### config.mk
export PLATFORM = sky130hd
export DESIGN_NAME = twu_master_rx
export DESIGN_NICKNAME = d
export VERILOG_FILES = /design/src/hdl/twu_pkg.sv /design/src/hdl/twu_master_rx.sv
export SDC_FILE = /design/constraint.sdc
export NUM_CORES = 1
export LEC_CHECK = 0
export BUFFER_PORTS_ARGS = -buffer_cell sky130_fd_sc_hd__buf_2
export CORE_MARGIN = 3
export CORE_UTILIZATION = 55
export CTS_CLUSTER_SIZE = 25
export DETAILED_ROUTE_END_ITERATION = 10
export PLACE_DENSITY = 0.8
export SETUP_SLACK_MARGIN = 0.15
export SLEW_MARGIN = 40
export SYNTH_ARGS = -nofsm -noshare
export SYNTH_HDL_FRONTEND = slang
export SYNTH_SLANG_ARGS = --single-unit
### constraint.sdc
create_clock -name CORE_CLK_I -period 3.4 [get_ports CORE_CLK_I]
set_input_delay 0.34 -clock CORE_CLK_I [delete_from_list [all_inputs] [get_ports CORE_CLK_I]]
set_output_delay 0.34 -clock CORE_CLK_I [all_outputs]
set_load 0.05 [all_outputs]
### src/hdl/twu_pkg.sv
/*
  Constants, types and field layouts of the two-wire master receiver.
  Assumes a 10 MHz core clock and a 32-bit AHB-Lite register bus.
*/
// Summary of operation
// - Master mode only after START; address picks direction.
// - Status codes assume prescaler bits masked to zero.
// - START generated once the bus is free.
// - After START set flag, report 0x08.
// - After read address set flag: 0x38/0x40/0x48.
// - Received byte in data register when flag sets.
// - STOP request sends STOP, clears stop_request.
// - Repeated START request keeps the bus held.
// - Repeated START reports 0x10; either direction follows.
// - On 0x38 release bus, or START when free.
// - On 0x40/0x50 receive byte; ACK per ack_enable.
// - On 0x48/0x58 repeated START, STOP, or both.
package twu_pkg;
  // Bus timing: half an SCL period, rounded up to whole core cycles.
  localparam int CLK_PERIOD_NS = 100;
  localparam int SCL_HALF_NS   = 5000;
  localparam int HALF_CYC      =
    (SCL_HALF_NS + CLK_PERIOD_NS - 1) / CLK_PERIOD_NS;
  localparam int CNT_W         = 12;

  // Register word offsets (byte addresses).
  localparam logic [7:0] CONTROL_OFS = 8'h00;
  localparam logic [7:0] STATUS_OFS  = 8'h04;
  localparam logic [7:0] DATA_OFS    = 8'h08;
  localparam logic [7:0] IRQ_ST_OFS  = 8'h0c;
  localparam logic [7:0] IRQ_EN_OFS  = 8'h10;
  localparam logic [7:0] IRQ_CLR_OFS = 8'h14;

  // Reset values and field positions.
  localparam logic [7:0] CONTROL_RST = 8'h00;
  localparam logic [7:0] DATA_RST    = 8'hff;
  localparam int         PRESC_W     = 2;
  localparam int         EV_W        = 3;
  localparam int         EV_DONE     = 0;
  localparam int         EV_LOST     = 1;
  localparam int         EV_WCOL     = 2;
  localparam logic [3:0] LAST_BIT    = 4'h8;

  // Status codes, prescaler bits taken as zero.
  localparam logic [7:0] CODE_START   = 8'h08;
  localparam logic [7:0] CODE_RSTART  = 8'h10;
  localparam logic [7:0] CODE_AW_ACK  = 8'h18;
  localparam logic [7:0] CODE_AW_NACK = 8'h20;
  localparam logic [7:0] CODE_TX_ACK  = 8'h28;
  localparam logic [7:0] CODE_TX_NACK = 8'h30;
  localparam logic [7:0] CODE_LOST    = 8'h38;
  localparam logic [7:0] CODE_AR_ACK  = 8'h40;
  localparam logic [7:0] CODE_AR_NACK = 8'h48;
  localparam logic [7:0] CODE_RX_ACK  = 8'h50;
  localparam logic [7:0] CODE_RX_NACK = 8'h58;
  localparam logic [7:0] CODE_IDLE    = 8'hf8;

  // Control register layout, bit 7 down to bit 0.
  typedef struct packed {
    logic op_done_flag;
    logic ack_enable;
    logic start_request;
    logic stop_request;
    logic write_collision;
    logic iface_enable;
    logic rsvd;
    logic irq_enable;
  } control_s;

  typedef enum logic [10:0] {
    S_IDLE = 11'h001,
    S_WAIT = 11'h002,
    S_STA  = 11'h004,
    S_HOLD = 11'h008,
    S_LOW  = 11'h010,
    S_HIGH = 11'h020,
    S_RSA  = 11'h040,
    S_RSB  = 11'h080,
    S_STPA = 11'h100,
    S_STPB = 11'h200,
    S_STPC = 11'h400
  } state_e;

  // Bit engine: sda and scl are "pull the line low" flags.
  typedef struct packed {
    state_e     state;
    logic [3:0] bitn;
    logic [7:0] shift;
    logic       sda;
    logic       scl;
    logic [7:0] code;
    logic       rep;
    logic       master;
    logic       rx;
    logic       addr;
    logic       rd;
  } eng_s;

  localparam eng_s ENG_RST = '{state: S_IDLE, bitn: 4'h0, shift: 8'h00,
    sda: 1'h0, scl: 1'h0, code: CODE_IDLE, rep: 1'h0, master: 1'h0,
    rx: 1'h0, addr: 1'h0, rd: 1'h0};
endpackage : twu_pkg

### src/hdl/twu_master_rx.sv
/*
  Two-wire master receiver (with the shared transmit path) behind an
  AHB-Lite slave. Assumes open-drain pads outside, resolved from the
  enables, and a bus master that only issues single word transfers.
*/
// Decided for this implementation: the register offsets and the AHB-Lite interface to the registers.
`timescale 1ns/1ps
module twu_master_rx #(
  parameter int HALF_CYC_P = twu_pkg::HALF_CYC
) (
  input  wire logic        CORE_CLK_I,
  input  wire logic        RST_N_I,
  input  wire logic        CE_I,
  input  wire logic        HSEL_I,
  input  wire logic [31:0] HADDR_I,
  input  wire logic [1:0]  HTRANS_I,
  input  wire logic        HWRITE_I,
  input  wire logic [2:0]  HSIZE_I,
  input  wire logic        HREADY_I,
  input  wire logic [31:0] HWDATA_I,
  output logic      [31:0] HRDATA_O,
  output logic             HREADYOUT_O,
  output logic             HRESP_O,
  input  wire logic        SCL_I,
  output logic             SCL_O,
  output logic             SCL_OE_O,
  input  wire logic        SDA_I,
  output logic             SDA_O,
  output logic             SDA_OE_O,
  output logic             IRQ_O
);
  import twu_pkg::*;

  localparam logic [CNT_W-1:0] HALF_M1 = CNT_W'(HALF_CYC_P - 1);
  localparam logic [CNT_W-1:0] QTR     = CNT_W'(HALF_CYC_P / 2);

  control_s           ctl;
  control_s           next_ctl;
  eng_s               eng;
  eng_s               next_eng;
  logic [CNT_W-1:0]   cnt;
  logic [CNT_W-1:0]   next_cnt;
  logic [7:0]         data_reg;
  logic [PRESC_W-1:0] presc;
  logic [EV_W-1:0]    irq_st;
  logic [EV_W-1:0]    irq_en;
  logic               scl_s1;
  logic               scl_s;
  logic               sda_s1;
  logic               sda_s;
  logic               sda_d;
  logic               busy;
  logic               wr_pend;
  logic [7:0]         wr_addr;
  logic [31:0]        rdata;
  logic               done_set;
  logic               lost;
  logic               stop_clr;

  // The pads only ever pull low; a released line floats high.
  assign SCL_O       = 1'h0;
  assign SDA_O       = 1'h0;
  assign SCL_OE_O    = eng.scl;
  assign SDA_OE_O    = eng.sda;
  assign HREADYOUT_O = 1'h1;
  assign HRESP_O     = 1'h0;
  assign HRDATA_O    = rdata;

  // Both lines come from outside, so two flops before any use.
  always_ff @(posedge CORE_CLK_I or negedge RST_N_I) begin
    if (!RST_N_I) begin
      scl_s1 <= 1'h1;
      scl_s  <= 1'h1;
      sda_s1 <= 1'h1;
      sda_s  <= 1'h1;
      sda_d  <= 1'h1;
    end else if (CE_I) begin
      scl_s1 <= SCL_I;
      scl_s  <= scl_s1;
      sda_s1 <= SDA_I;
      sda_s  <= sda_s1;
      sda_d  <= sda_s;
    end
  end

  // START and STOP seen on the bus track whether another master owns it.
  wire start_det = scl_s & sda_d & ~sda_s;
  wire stop_det  = scl_s & ~sda_d & sda_s;

  always_ff @(posedge CORE_CLK_I or negedge RST_N_I) begin
    if (!RST_N_I) begin
      busy <= 1'h0;
    end else if (CE_I) begin
      busy <= start_det | (busy & ~stop_det);
    end
  end

  // Bus decode; the low address byte selects, upper bits alias.
  wire ahb_sel  = HSEL_I & HTRANS_I[1] & HREADY_I;
  wire wr_ctl   = wr_pend & (wr_addr == CONTROL_OFS);
  wire wr_stat  = wr_pend & (wr_addr == STATUS_OFS);
  wire wr_data  = wr_pend & (wr_addr == DATA_OFS);
  wire wr_ien   = wr_pend & (wr_addr == IRQ_EN_OFS);
  wire wr_iclr  = wr_pend & (wr_addr == IRQ_CLR_OFS);
  wire [7:0] wd = HWDATA_I[7:0];
  wire [7:0] ra = HADDR_I[7:0];
  wire [7:0] stat_rd = {eng.code[7:3], 1'h0, presc};
  wire [31:0] rd_val =
    (ra == CONTROL_OFS) ? {24'h0, ctl} :
    (ra == STATUS_OFS)  ? {24'h0, stat_rd} :
    (ra == DATA_OFS)    ? {24'h0, data_reg} :
    (ra == IRQ_ST_OFS)  ? {29'h0, irq_st} :
    (ra == IRQ_EN_OFS)  ? {29'h0, irq_en} : 32'h0;

  // Read data is captured at the address phase, so it stands in the
  // data phase straight from a flop with no wait state.
  always_ff @(posedge CORE_CLK_I or negedge RST_N_I) begin
    if (!RST_N_I) begin
      wr_pend <= 1'h0;
      wr_addr <= 8'h00;
      rdata   <= 32'h0;
    end else if (CE_I) begin
      wr_pend <= ahb_sel & HWRITE_I;
      if (ahb_sel) wr_addr <= ra;
      if (ahb_sel & ~HWRITE_I) rdata <= rd_val;
    end
  end

  // Half-period timer; it stays at zero while a slave stretches SCL.
  wire tick     = (cnt == HALF_M1);
  wire qtr      = (cnt == QTR);
  wire wait_scl = ~scl_s & ((eng.state == S_HIGH) |
                  (eng.state == S_RSB) | (eng.state == S_STPB));
  assign next_cnt = (tick | wait_scl | (next_eng.state != eng.state)) ?
                    '0 : cnt + 1'h1;

  // Per-bit drive: address and write data bits, then ACK when reading.
  wire last   = (eng.bitn == LAST_BIT);
  wire drv    = last ? (eng.rx & ctl.ack_enable)
                     : (~eng.rx & ~eng.shift[7]);
  wire own    = last ? eng.rx : ~eng.rx;
  wire arb    = own & ~eng.sda & ~sda_s;
  wire ack_in = ~sda_s;
  wire c_addr = (eng.code == CODE_START) | (eng.code == CODE_RSTART);
  wire c_rx   = (eng.code == CODE_AR_ACK) | (eng.code == CODE_RX_ACK);
  wire c_tx   = (eng.code == CODE_AW_ACK) | (eng.code == CODE_AW_NACK) |
                (eng.code == CODE_TX_ACK) | (eng.code == CODE_TX_NACK);
  wire go_start = ctl.iface_enable & ctl.start_request & ~ctl.op_done_flag;
  wire [7:0] addr_code = eng.rd ? (ack_in ? CODE_AR_ACK : CODE_AR_NACK)
                                : (ack_in ? CODE_AW_ACK : CODE_AW_NACK);
  wire [7:0] data_code = eng.rx ? (eng.sda ? CODE_RX_ACK : CODE_RX_NACK)
                                : (ack_in ? CODE_TX_ACK : CODE_TX_NACK);

  // Bus engine: one state per half period of SCL.
  always_comb begin
    next_eng = eng;
    done_set = 1'h0;
    lost     = 1'h0;
    stop_clr = 1'h0;
    case (eng.state)
      S_IDLE: begin
        if (go_start) next_eng.state = S_WAIT;
      end
      S_WAIT: begin
        if (!busy) begin
          next_eng.state = S_STA;
          next_eng.sda   = 1'h1;
        end
      end
      S_STA: begin
        if (tick) begin
          next_eng.state  = S_HOLD;
          next_eng.scl    = 1'h1;
          next_eng.code   = eng.rep ? CODE_RSTART : CODE_START;
          next_eng.rep    = 1'h0;
          next_eng.master = 1'h1;
          done_set        = 1'h1;
        end
      end
      S_HOLD: begin
        // SCL stays low here until software clears the flag.
        if (!ctl.op_done_flag) begin
          if (ctl.stop_request) begin
            next_eng.state = S_STPA;
          end else if (ctl.start_request) begin
            next_eng.state = S_RSA;
          end else if (c_addr | c_rx | c_tx) begin
            next_eng.state = S_LOW;
            next_eng.bitn  = 4'h0;
            next_eng.shift = data_reg;
            next_eng.addr  = c_addr;
            next_eng.rx    = c_rx;
            if (c_addr) next_eng.rd = data_reg[0];
          end
        end
      end
      S_LOW: begin
        // SDA moves a quarter period after SCL falls, never with it.
        if (qtr) next_eng.sda = drv;
        if (tick) begin
          next_eng.state = S_HIGH;
          next_eng.scl   = 1'h0;
        end
      end
      S_HIGH: begin
        if (tick) begin
          if (arb) begin
            next_eng.state  = S_IDLE;
            next_eng.sda    = 1'h0;
            next_eng.code   = CODE_LOST;
            next_eng.master = 1'h0;
            lost            = 1'h1;
            done_set        = 1'h1;
          end else if (last) begin
            next_eng.state = S_HOLD;
            next_eng.scl   = 1'h1;
            next_eng.code  = eng.addr ? addr_code : data_code;
            done_set       = 1'h1;
          end else begin
            next_eng.state = S_LOW;
            next_eng.scl   = 1'h1;
            next_eng.bitn  = eng.bitn + 4'h1;
            next_eng.shift = {eng.shift[6:0], sda_s};
          end
        end
      end
      S_RSA: begin
        if (qtr) next_eng.sda = 1'h0;
        if (tick) begin
          next_eng.state = S_RSB;
          next_eng.scl   = 1'h0;
        end
      end
      S_RSB: begin
        if (tick) begin
          next_eng.state = S_STA;
          next_eng.sda   = 1'h1;
          next_eng.rep   = 1'h1;
        end
      end
      S_STPA: begin
        if (qtr) next_eng.sda = 1'h1;
        if (tick) begin
          next_eng.state = S_STPB;
          next_eng.scl   = 1'h0;
        end
      end
      S_STPB: begin
        if (tick) begin
          next_eng.state = S_STPC;
          next_eng.sda   = 1'h0;
        end
      end
      S_STPC: begin
        if (tick) begin
          next_eng.state  = ctl.start_request ? S_WAIT : S_IDLE;
          next_eng.code   = CODE_IDLE;
          next_eng.master = 1'h0;
          stop_clr        = 1'h1;
        end
      end
      default: next_eng = ENG_RST;
    endcase
    if (!ctl.iface_enable) next_eng = ENG_RST;
  end

  always_ff @(posedge CORE_CLK_I or negedge RST_N_I) begin
    if (!RST_N_I) begin
      eng <= ENG_RST;
      cnt <= '0;
    end else if (CE_I) begin
      eng <= next_eng;
      cnt <= next_cnt;
    end
  end

  // Control register: a one written to the flag clears it, but a
  // hardware set in the same cycle wins so no event is lost.
  wire wcol_ev = wr_data & ~ctl.op_done_flag;
  always_comb begin
    next_ctl = ctl;
    if (wr_ctl) begin
      next_ctl                 = control_s'(wd);
      next_ctl.op_done_flag    = ctl.op_done_flag & ~wd[7];
      next_ctl.write_collision = ctl.write_collision;
      next_ctl.rsvd            = 1'h0;
    end
    if (wr_data) next_ctl.write_collision = wcol_ev;
    if (stop_clr) next_ctl.stop_request = 1'h0;
    if (done_set) next_ctl.op_done_flag = 1'h1;
  end

  // Data writes only land while the flag is up; a received byte lands
  // in the same cycle the flag rises.
  wire rx_load = done_set & eng.rx & ~lost & (eng.state == S_HIGH);
  wire [EV_W-1:0] events = {wcol_ev, lost, done_set};

  always_ff @(posedge CORE_CLK_I or negedge RST_N_I) begin
    if (!RST_N_I) begin
      ctl      <= control_s'(CONTROL_RST);
      data_reg <= DATA_RST;
      presc    <= '0;
    end else if (CE_I) begin
      ctl <= next_ctl;
      if (rx_load) data_reg <= eng.shift;
      else if (wr_data & ctl.op_done_flag) data_reg <= wd;
      if (wr_stat) presc <= wd[PRESC_W-1:0];
    end
  end

  // Sticky event bits; set beats a clear in the same cycle.
  always_ff @(posedge CORE_CLK_I or negedge RST_N_I) begin
    if (!RST_N_I) begin
      irq_st <= '0;
      irq_en <= '0;
    end else if (CE_I) begin
      irq_st <= (irq_st & ~(wr_iclr ? wd[EV_W-1:0] : '0)) | events;
      if (wr_ien) irq_en <= wd[EV_W-1:0];
    end
  end

  // The legacy enable also raises the line while the flag stands.
  assign IRQ_O = (|(irq_st & irq_en)) |
                 (ctl.irq_enable & ctl.op_done_flag);

  // Checks on the engine, next to the logic they watch.
  a_master_entry: assert property (@(posedge CORE_CLK_I)
    disable iff (!RST_N_I) $rose(eng.master) |-> $past(eng.state == S_STA))
    else $error("master mode entered without START");
  a_start_code: assert property (@(posedge CORE_CLK_I)
    disable iff (!RST_N_I)
    (CE_I && ctl.iface_enable && eng.state == S_STA && tick && !eng.rep)
    |=> (ctl.op_done_flag && eng.code == CODE_START && SCL_OE_O))
    else $error("START did not report 0x08");
  a_rstart_code: assert property (@(posedge CORE_CLK_I)
    disable iff (!RST_N_I)
    (CE_I && ctl.iface_enable && eng.state == S_STA && tick && eng.rep)
    |=> (ctl.op_done_flag && eng.code == CODE_RSTART))
    else $error("repeated START did not report 0x10");
  a_wait_free: assert property (@(posedge CORE_CLK_I)
    disable iff (!RST_N_I) (CE_I && eng.state == S_WAIT && busy)
    |=> (eng.state == S_WAIT || eng.state == S_IDLE))
    else $error("START issued on a busy bus");
  a_addr_code: assert property (@(posedge CORE_CLK_I)
    disable iff (!RST_N_I)
    (CE_I && ctl.iface_enable && eng.state == S_HIGH && tick && last &&
     eng.addr && eng.rd) |=> (ctl.op_done_flag && (eng.code == CODE_LOST
     || eng.code == CODE_AR_ACK || eng.code == CODE_AR_NACK)))
    else $error("bad code after read address");
  a_rx_data: assert property (@(posedge CORE_CLK_I)
    disable iff (!RST_N_I) ($rose(ctl.op_done_flag) &&
    (eng.code == CODE_RX_ACK || eng.code == CODE_RX_NACK))
    |-> data_reg == eng.shift)
    else $error("received byte missing at flag");
  a_ack_drive: assert property (@(posedge CORE_CLK_I)
    disable iff (!RST_N_I) (CE_I && ctl.iface_enable &&
    eng.state == S_LOW && qtr && eng.rx && last)
    |=> SDA_OE_O == $past(ctl.ack_enable))
    else $error("ACK bit not per ack_enable");
  a_stop_clear: assert property (@(posedge CORE_CLK_I)
    disable iff (!RST_N_I)
    (CE_I && ctl.iface_enable && eng.state == S_STPC && tick)
    |=> (!ctl.stop_request && !SDA_OE_O && !SCL_OE_O))
    else $error("STOP did not end cleanly");
  a_lost_free: assert property (@(posedge CORE_CLK_I)
    disable iff (!RST_N_I) (ctl.op_done_flag && eng.code == CODE_LOST)
    |-> (!SCL_OE_O && !SDA_OE_O && !eng.master))
    else $error("bus held after arbitration loss");
  a_nack_next: assert property (@(posedge CORE_CLK_I)
    disable iff (!RST_N_I) (CE_I && ctl.iface_enable &&
    eng.state == S_HOLD && !ctl.op_done_flag &&
    (eng.code == CODE_AR_NACK || eng.code == CODE_RX_NACK))
    |=> (eng.state == S_HOLD || eng.state == S_RSA || eng.state == S_STPA))
    else $error("byte started after NACK");
  a_hold_stretch: assert property (@(posedge CORE_CLK_I)
    disable iff (!RST_N_I) (ctl.op_done_flag && eng.master) |-> SCL_OE_O)
    else $error("SCL released while flag set");
endmodule : twu_master_rx

# After elaboration in Yosys (flattened, before gate mapping)
# Cells that the tools add are included.
dict set report totals {
  reg_bits 119
  input_bits 77
  out_inout_bits 39
}
dict set report classes {
  mux 80
  bitwise 56
  n_eq_ne 56
  n_reduce_logical 29
  n_addsub 2
}
# op n
set ops {}
lappend ops {{$mux 11} 12}
lappend ops {{$pmux 11 s11} 1}
lappend ops {{$mux 8} 9}
lappend ops {{$mux 12} 5}
lappend ops {{$ne 3x3->1 const B} 17}
lappend ops {{$mux 23} 2}
lappend ops {{$eq 8x5->1 const B} 5}
lappend ops {{$mux 38} 1}
lappend ops {{$pmux 12 s3} 1}
lappend ops {{$mux 33} 1}
lappend ops {{$eq 8x4->1 const B} 4}
lappend ops {{$pmux 8 s4} 1}
lappend ops {{$and 1x1->1} 28}
lappend ops {{$eq 8x6->1 const B} 3}
lappend ops {{$mux 1} 23}
lappend ops {{$mux 3} 7}
lappend ops {{$mux 7} 3}
lappend ops {{$mux 5} 4}
lappend ops {{$reduce_and 2->1} 9}
lappend ops {{$reduce_and 6->1} 3}
lappend ops {{$reduce_or 9->1} 2}
lappend ops {{$eq 8x3->1 const B} 2}
lappend ops {{$eq 8x7->1 const B} 2}
lappend ops {{$logic_not 8->1} 2}
lappend ops {{43 further kinds} 76}

# Logic depth before layout (Yosys ltp)
# Gate-level depths: netlist (run 1).
dict set report depth {
  ltp_word 14
  mapped_depth 12
  ltp_nobuf 10
}

# Worst setup path after synthesis (run 1)
# No wires, ideal clock.
dict set report synth_path {
  path_type {register to register}
  start {reg SDA_OE_O (netlist name)}
  end {reg eng[0] (netlist name)}
  setup_ns 0.069
  path_slack_ns 0.801
  arrival_ns 2.529
  n_path_buf 0
  stages_incl_launch_ff 9
  t_required_ns 3.331
  period_less_slack_ns 2.599
  path_cell_list {dfrtp_1 > nor3_1 > mux2_2 > o31ai_1 > nand3b_1 > o31ai_2 > nand3_2 > or4_1 > nand3_1}
}
# item line
set synth_rtl {}
lappend synth_rtl {{to (signal assigned)} twu_master_rx.sv:272} ;# eng <= next_eng;
lappend synth_rtl {{to (decl)} twu_master_rx.sv:39} ;# eng_s eng;

# Worst setup path after layout (run 1)
dict set report layout_path {
  start {reg eng[34] (netlist name)}
  end {reg eng[0] (netlist name)}
}
dict set report layout_between {
  elab_chain_cells 4
  word_cells_on_any_way 21
  cone_classes {eq/ne (17); mux (2); reduce/logical (2)}
}
# item line
set layout_lines {}
lappend layout_lines {{$eq 11x8->1 (tied with other cells)} twu_master_rx.sv:160} ;# case (eng.state)
lappend layout_lines {{$reduce_or 10->1 (no source line)} -}
lappend layout_lines {{$ne 2x2->1 (no source line) / $pmux 3 s2 (equally long branches)} -}
lappend layout_lines {{$reduce_and 7->1 (no source line) / $mux 38 (equally long branches)} -}
# Parallel ways exist; a longest one is shown, timed or not.
# A chain may end at the register's enable or synchronous reset.

==> run summary, run 1 <==
Die Wd: 112.4 um
Layout area overhead: 9.222%
xor-xnor portion of the synthesized cell area: 2.391%
critical path launch point type: flip-flop
Seq cells post-synth: 92
flop-to-flop setup slack: 0.32 ns
port bufs: 35
Synth area leader: dfrtp_1
largest net degree at the start of global routing: 61
Crit path max-delay family: simple AND/OR/NAND/NOR gates
Compound-Gate Fraction of Synth Area: 19.81%
starting density of the core: 56.95%
Hold Path Origin: SCL_I
Internal: 1.965 mW
net load switching power: 777.4 uW
Filler Cell Count: 890
Worst-path clk slew: 0.07 ns
Core Region: 0.01094 sq mm
distinct cell type count after synthesis: 83
EDFF count, synth: 0
worst r2r src: eng[34]
Largest regs: eng (32), cnt (12)
r2r worst-path depth: 9
RD Place Congestion: 1.017
initial DRC count: 667
clk sinks: 92
gr usage total: 27.95%
# rows: 38
clock latency on the worst-skew pair: 0.34 ns
PD cells: 403.3 mW/mm^2
# setup viols final: 0
Worst path depth: 9
Critical Path RT: 3.68 ns
initial antenna violation count: 0
Synth Cell Area: 0.006227 sq mm
DIE AREA: 0.01263 sq mm
clock skew: 0.007295 ns
sw frac: 28.34%
DRT Wirelength: 17,580 um
Most common cell on crit path: or4_1
buffer count from post-CTS setup fixing: 0
slowest CP cell: dfrtp_1
mux cell area share after synthesis: 7.997%
Highest Clock Rate: 325.1 MHz
worst hold-check path type: input pin to flip-flop
TritonCTS clock tree: done
Most flops, register: eng
Seq/Total Area, Yosys: 37.35%
Synth Area in Adders: 1.206%
Die Ht: 112.4 um
Worst Max-Slew Pin Slew: 0.8178 ns
# IOs: 116
Reg power frac: 46.5%
top_reg_cell synth: dfrtp_1
share of cells above drive strength 1: 20.88%
async set-reset flop share out of synthesis: 100.0%
min Tclk post-route: 3.076 ns
worst vdd ir: 0.3809 mV
Max Root-Sink Buffers: 2
fin crit share: 90.48%
pins over their slew limit: 0
Largest register FFs: 32
Static Leak: 3.005 nW
first-pass GRT wire length: 28,410 um
CTS Root Cell: clkbuf_16
commonest cells after routing, fill and taps aside: nand2_1 (85), dfrtp_1 (73), nor2_1 (62), o21ai_0 (50), buf_2 (34)
Critical Path Source: eng[34]
worst rel slew slack: 45.02%
DRT Pass-1 Iters: 5
CP arrival: 3.35 ns
main combinational cell family by area after synthesis: simple AND/OR/NAND/NOR gates
CTS buffer count: 9
combinational share of power: 13.9%
Area contributors post-synth: dfrtp_1 (29%), dfstp_2 (8.0%), nand2_1 (5.1%), mux2_2 (4.9%), o21ai_0 (4.1%)
worst reg2reg path endpoint: eng[0]
commonest non-fill, non-tap cell in the layout: nand2_1
via count: 5,725
n_diodes: 0
termination of the worst setup path: eng[0]
vias in the first global route: 5,438
total negative setup slack: 0 ns
Max H-tree Level: 3
Critical Path Max Stage Delay: 0.74 ns
Post-DRT Antenna Nets: 0
Synth Area in Simple Gates: 22.74%
crit path cell chain: nor4_2 -> buf_4 -> nand2_1 -> or4_1 -> o31ai_1 -> o31ai_2 -> nand3_2 -> or4_1 -> nand3_1
RSZ-0062 raised after global routing: no
Worst setup EP type: flip-flop
status: completed
Clock power frac: 39.5%
post-CTS sizing: 0
fin nets: 826
Mapped Cells: 716
Max-Cap Viols: 0
average vias per placed instance: 6.454
Syn Area/Cell: 8.697 sq um
CP max FO: 16
post-synth top area share: 29.33%
kind of critical path: flip-flop to flip-flop
YS warnings: 0
final hold vios: 0
DRC Markers: 0
grt total ovfl: 0
sum of buffers and inverters on the critical path: 1
WL per Instance: 19.82 um
post-DP HPWL: 13,040 um
worst hold slack: 0.2286 ns
## synthesized netlist by cell type, drive strengths merged (17+ instances only)
library cell	n
a21oi	34
buf	58
clkbuf	19
dfrtp	73
dfstp	19
inv	21
mux2	27
mux2i	19
nand2	85
nand3	29
nor2	64
nor3	17
o21ai	53
o31ai	21
## what timing repair did
action                     CTS  global route
setup endpoints to repair    0             0
hold endpoints to repair     0             8
hold buffers                 0             1
## per-layer routing
layer	track usage [%]	vias to the layer above	wire (um)
li1	-	2604	-
met1	39.01	2782	7476
met2	43.66	299	8156
met3	5.822	40	1474
met4	9.375	0	471
met5	0	-	0
## power groups by stage
stage / clock (mW) / combinational (mW) / sequential [mW]
final: 1.08 / 0.382 / 1.28
after detailed placement: 0 / 0.379 / 1.29
after CTS: 1.10 / 0.381 / 1.27
after global routing: 1.14 / 0.424 / 1.29
after global placement: 0 / 0.365 / 1.28
after floorplan: 0 / 0.312 / 1.26
## kinds of logic (layout without fill, tap and decap cells)
family / Yosys count / count (layout)
AO/OA/AOI/OAI: 182 / 182
XOR/XNOR: 17 / 17
adder cells (fa/ha/maj): 6 / 6
buffers and inverters: 98 / 103
flip-flops: 92 / 92
multiplexers: 46 / 46
other: 2 / 28
AND/OR/NAND/NOR: 273 / 273
## stage by stage
stage / worst slack [ns] / cell area [sq um] / power, mW / instances / util [%]
6_report: 0.3238 / 6802 / 2.743 / 887 / 62.20
5_1_grt: 0.1868 / 6802 / 2.849 / 887 / 62.20
4_1_cts: 0.4201 / 6783 / 2.752 / 886 / 62.03
3_5_place_dp: 0.4623 / 6467 / 1.672 / 871 / 59.14
3_3_place_gp: 0.4958 / 6467 / 1.649 / 871 / 59.14
2_1_floorplan: 0.8015 / 6325 / 1.573 / 742 / -
## area by class of cell
cell class	instances	area, sq um	area share (%)
Clock inverter	5	86.33	1.269
Timing Repair Buffer	67	424.2	6.236
Clock buffer	10	229.0	3.366
Sequential cell	92	2326	34.20
Inverter	21	78.83	1.159
Multi-Input combinational cell	552	3482	51.20
Tap cell	140	175.2	2.575
## how the worst min path moves through the flow
stage	endpoint	slack [ns]	cells past startpoint
after CTS	eng[32]	0.09	1
after detailed placement	cnt[6]	0.46	1
final	scl_s1	0.23	2
after floorplan	HRDATA_O[0]	0.04	0
after global routing	scl_s1	0.23	2
after global placement	HRDATA_O[2]	0.45	2
Note: power is estimated with default switching activity, not from simulation.
==> inputs of run 2 (changes only) <==
Settings changed: CORE_ASPECT_RATIO set to 0.9, GPL_TIMING_DRIVEN set to 0.
==> run 2 against run 1 <==
  * Global-route usage grew 2.4 points
  * Cell count rose by 7.0%
  * Clock-buffer cell count increased by 3
  * Flip-flop and latch count stayed put
  * Register-to-register slack got worse by 0.12 ns
  * Combinational power rose by 13%
  * Sequential power about the same
  * First-iteration DRC count rose by 16%
==> run summary, run 2 (synthesis gave the netlist of run 1 again) <==
# IOs: 116 (unchanged)
Worst Max-Slew Pin Slew: 0.8247 ns (was 0.8178 ns)
Die Wd: 118.2 um (was 112.4 um)
Max H-tree Level: 3 (unchanged)
Critical Path Max Stage Delay: 0.55 ns (was 0.74 ns)
# rows: 36 (was 38)
clock skew: 0.003827 ns (was 0.007295 ns)
Core Region: 0.01095 sq mm (was 0.01094 sq mm)
CP max FO: 9 (was 16)
via count: 5,967 (was 5,725)
Max Root-Sink Buffers: 2 (unchanged)
RSZ-0062 raised after global routing: yes (was no)
worst setup margin: 0.2047 ns (was 0.3238 ns)
PD cells: 380.1 mW/mm^2 (was 403.3 mW/mm^2)
Highest Clock Rate: 313.0 MHz (was 325.1 MHz)
Filler Cell Count: 937 (was 890)
Largest regs: eng (32), cnt (12) (unchanged)
port bufs: 34 (was 35)
kind of critical path: flip-flop to flip-flop (unchanged)
clk sinks: 92 (unchanged)
Crit path max-delay family: simple AND/OR/NAND/NOR gates (unchanged)
Die Ht: 106.9 um (was 112.4 um)
CP arrival: 3.47 ns (was 3.35 ns)
clock latency on the worst-skew pair: 0.34 ns (about the same)
sequential cell area: 0.002326 sq mm (unchanged)
Static Leak: 3.174 nW (was 3.005 nW)
post-DP HPWL: 14,320 um (was 13,040 um)
CTS Root Cell: clkbuf_16 (unchanged)
sum of buffers and inverters on the critical path: 1 (unchanged)
pre-CTS WS: -0.03484 ns (was 0.4623 ns)
# setup viols final: 0 (unchanged)
RD Place Congestion: 0.9684 (was 1.017)
vias in the first global route: 5,629 (was 5,438)
slowest CP cell: or4_1 (was dfrtp_1)
DIE AREA: 0.01264 sq mm (was 0.01263 sq mm)
Most flops, register: eng (unchanged)
starting density of the core: 56.89% (was 56.95%)
Tot Pwr: 2.701 mW (was 2.743 mW)
worst rel slew slack: 44.51% (was 45.02%)
Critical Path RT: 3.67 ns (was 3.68 ns)
n_diodes: 0 (unchanged)
critical path launch point type: flip-flop (unchanged)
Largest register FFs: 32 (unchanged)
area occupied by multi-input gates: 0.003540 sq mm (was 0.003482 sq mm)
status: completed (unchanged)
worst hold slack: 0.2283 ns (was 0.2286 ns)
commonest non-fill, non-tap cell in the layout: nand2_1 (unchanged)
share of cells above drive strength 1: 23.34% (was 20.88%)
fin crit share: 93.98% (was 90.48%)
Layout area overhead: 14.10% (was 9.222%)
worst hold-check path type: input pin to flip-flop (unchanged)
initial antenna violation count: 0 (unchanged)
DRT Pass-1 Iters: 5 (unchanged)
initial DRC count: 777 (was 667)
crit path cell chain: inv_1 -> ha_1 -> nor4b_2 -> nand4_2 -> o31ai_1 -> nand3b_1 -> o31ai_2 -> nand3_2 -> or4_1 -> nand3_1 (was nor4_2 -> buf_4 -> nand2_1 -> or4_1 -> o31ai_1 -> o31ai_2 -> nand3_2 -> or4_1 -> nand3_1)
pins over their slew limit: 0 (unchanged)
Max-Cap Viols: 0 (unchanged)
CTS buffer count: 9 (unchanged)
largest net degree at the start of global routing: 49 (was 61)
gr usage total: 30.34% (was 27.95%)
Worst setup EP type: flip-flop (unchanged)
worst vdd ir: 0.2777 mV (was 0.3809 mV)
TritonCTS clock tree: done (unchanged)
fin nets: 875 (was 826)
final hold vios: 0 (unchanged)
first-pass GRT wire length: 30,260 um (was 28,410 um)
DRC Markers: 0 (unchanged)
commonest cells after routing, fill and taps aside: nand2_1 (85), dfrtp_1 (73), nor2_1 (61), o21ai_0 (49), buf_2 (48) (was nand2_1 (85), dfrtp_1 (73), nor2_1 (62), o21ai_0 (50), buf_2 (34))
min Tclk post-route: 3.195 ns (was 3.076 ns)
DRT Wirelength: 19,140 um (was 17,580 um)
grt total ovfl: 0 (unchanged)
Worst-path clk slew: 0.06 ns (was 0.07 ns)
average vias per placed instance: 6.288 (was 6.454)
final core utilization: 64.92% (was 62.20%)
Post-DRT Antenna Nets: 0 (unchanged)
WL per Instance: 20.17 um (was 19.82 um)
[run 2: cell types whose count changed in the layout (fill, tap and decap cells not counted), moves of 2 or more]
cell      change
o31ai_1       -2
buf_1         +7
buf_4         +6
nor3_1        -2
clkbuf_2      +2
clkbuf_1     +20
buf_2        +14
[run 2: through the flow]
step / instances / cell area, sq um / TNS, ns
global route: 949 / 7106 / 0
finish: 949 / 7106 / 0
global placement: 928 / 6685 / -0.06882
detailed placement: 929 / 6740 / -0.05846
CTS: 946 / 7054 / 0
floorplan: 742 / 6325 / 0
[run 2: final timing paths]
kind,from,endpoint,slack (ns),cells past startpoint
setup / recovery,cnt[1],eng[0],0.20,10
hold / removal,SCL_I,scl_s1,0.23,2
setup reg to reg,cnt[1],eng[0],0.20,10
hold reg to reg,HRDATA_O[4],HRDATA_O[4],0.47,2
max in group asynchronous,RST_N_I,eng[27],2.23,3
min in group asynchronous,RST_N_I,wr_addr[1],0.51,2
[run 2: area by class of cell]
cell class	count	share of cell area (%)
clock inverters	3	0.6515
plain buffers	77	6.269
inverters	21	1.109
flip-flops and latches	92	32.73
clock buffers	13	3.522
well taps	152	2.677
multi-input cells	552	49.82
repair buffers	39	3.222
[run 2: report_power, final]
group / internal (mW) / switching, mW / total (mW) / leakage (nW)
Clock: 0.592 / 0.409 / 1.00 / 0.140
Sequential: 1.18 / 0.0854 / 1.27 / 1.19
Combinational: 0.158 / 0.272 / 0.430 / 1.85
Total: 1.93 / 0.766 / 2.70 / 3.17
[run 2: routing by layer]
layer | GRT usage, % | share of wire, % | vias up
li1 | - | - | 2697
met1 | 44.08 | 44 | 2889
met2 | 45.41 | 44 | 338
met3 | 8.597 | 11 | 43
met4 | 6.192 | 1.8 | 0
met5 | 0 | 0 | -
[run 2: timing repair]
action / CTS / global route
buffers inserted: 0 / 3
endpoints found under the hold margin: 42 / 0
pin swaps: 0 / 2
endpoints found under the setup margin: 14 / 32
hold buffers: 1 / 0
gates resized for setup: 3 / 8
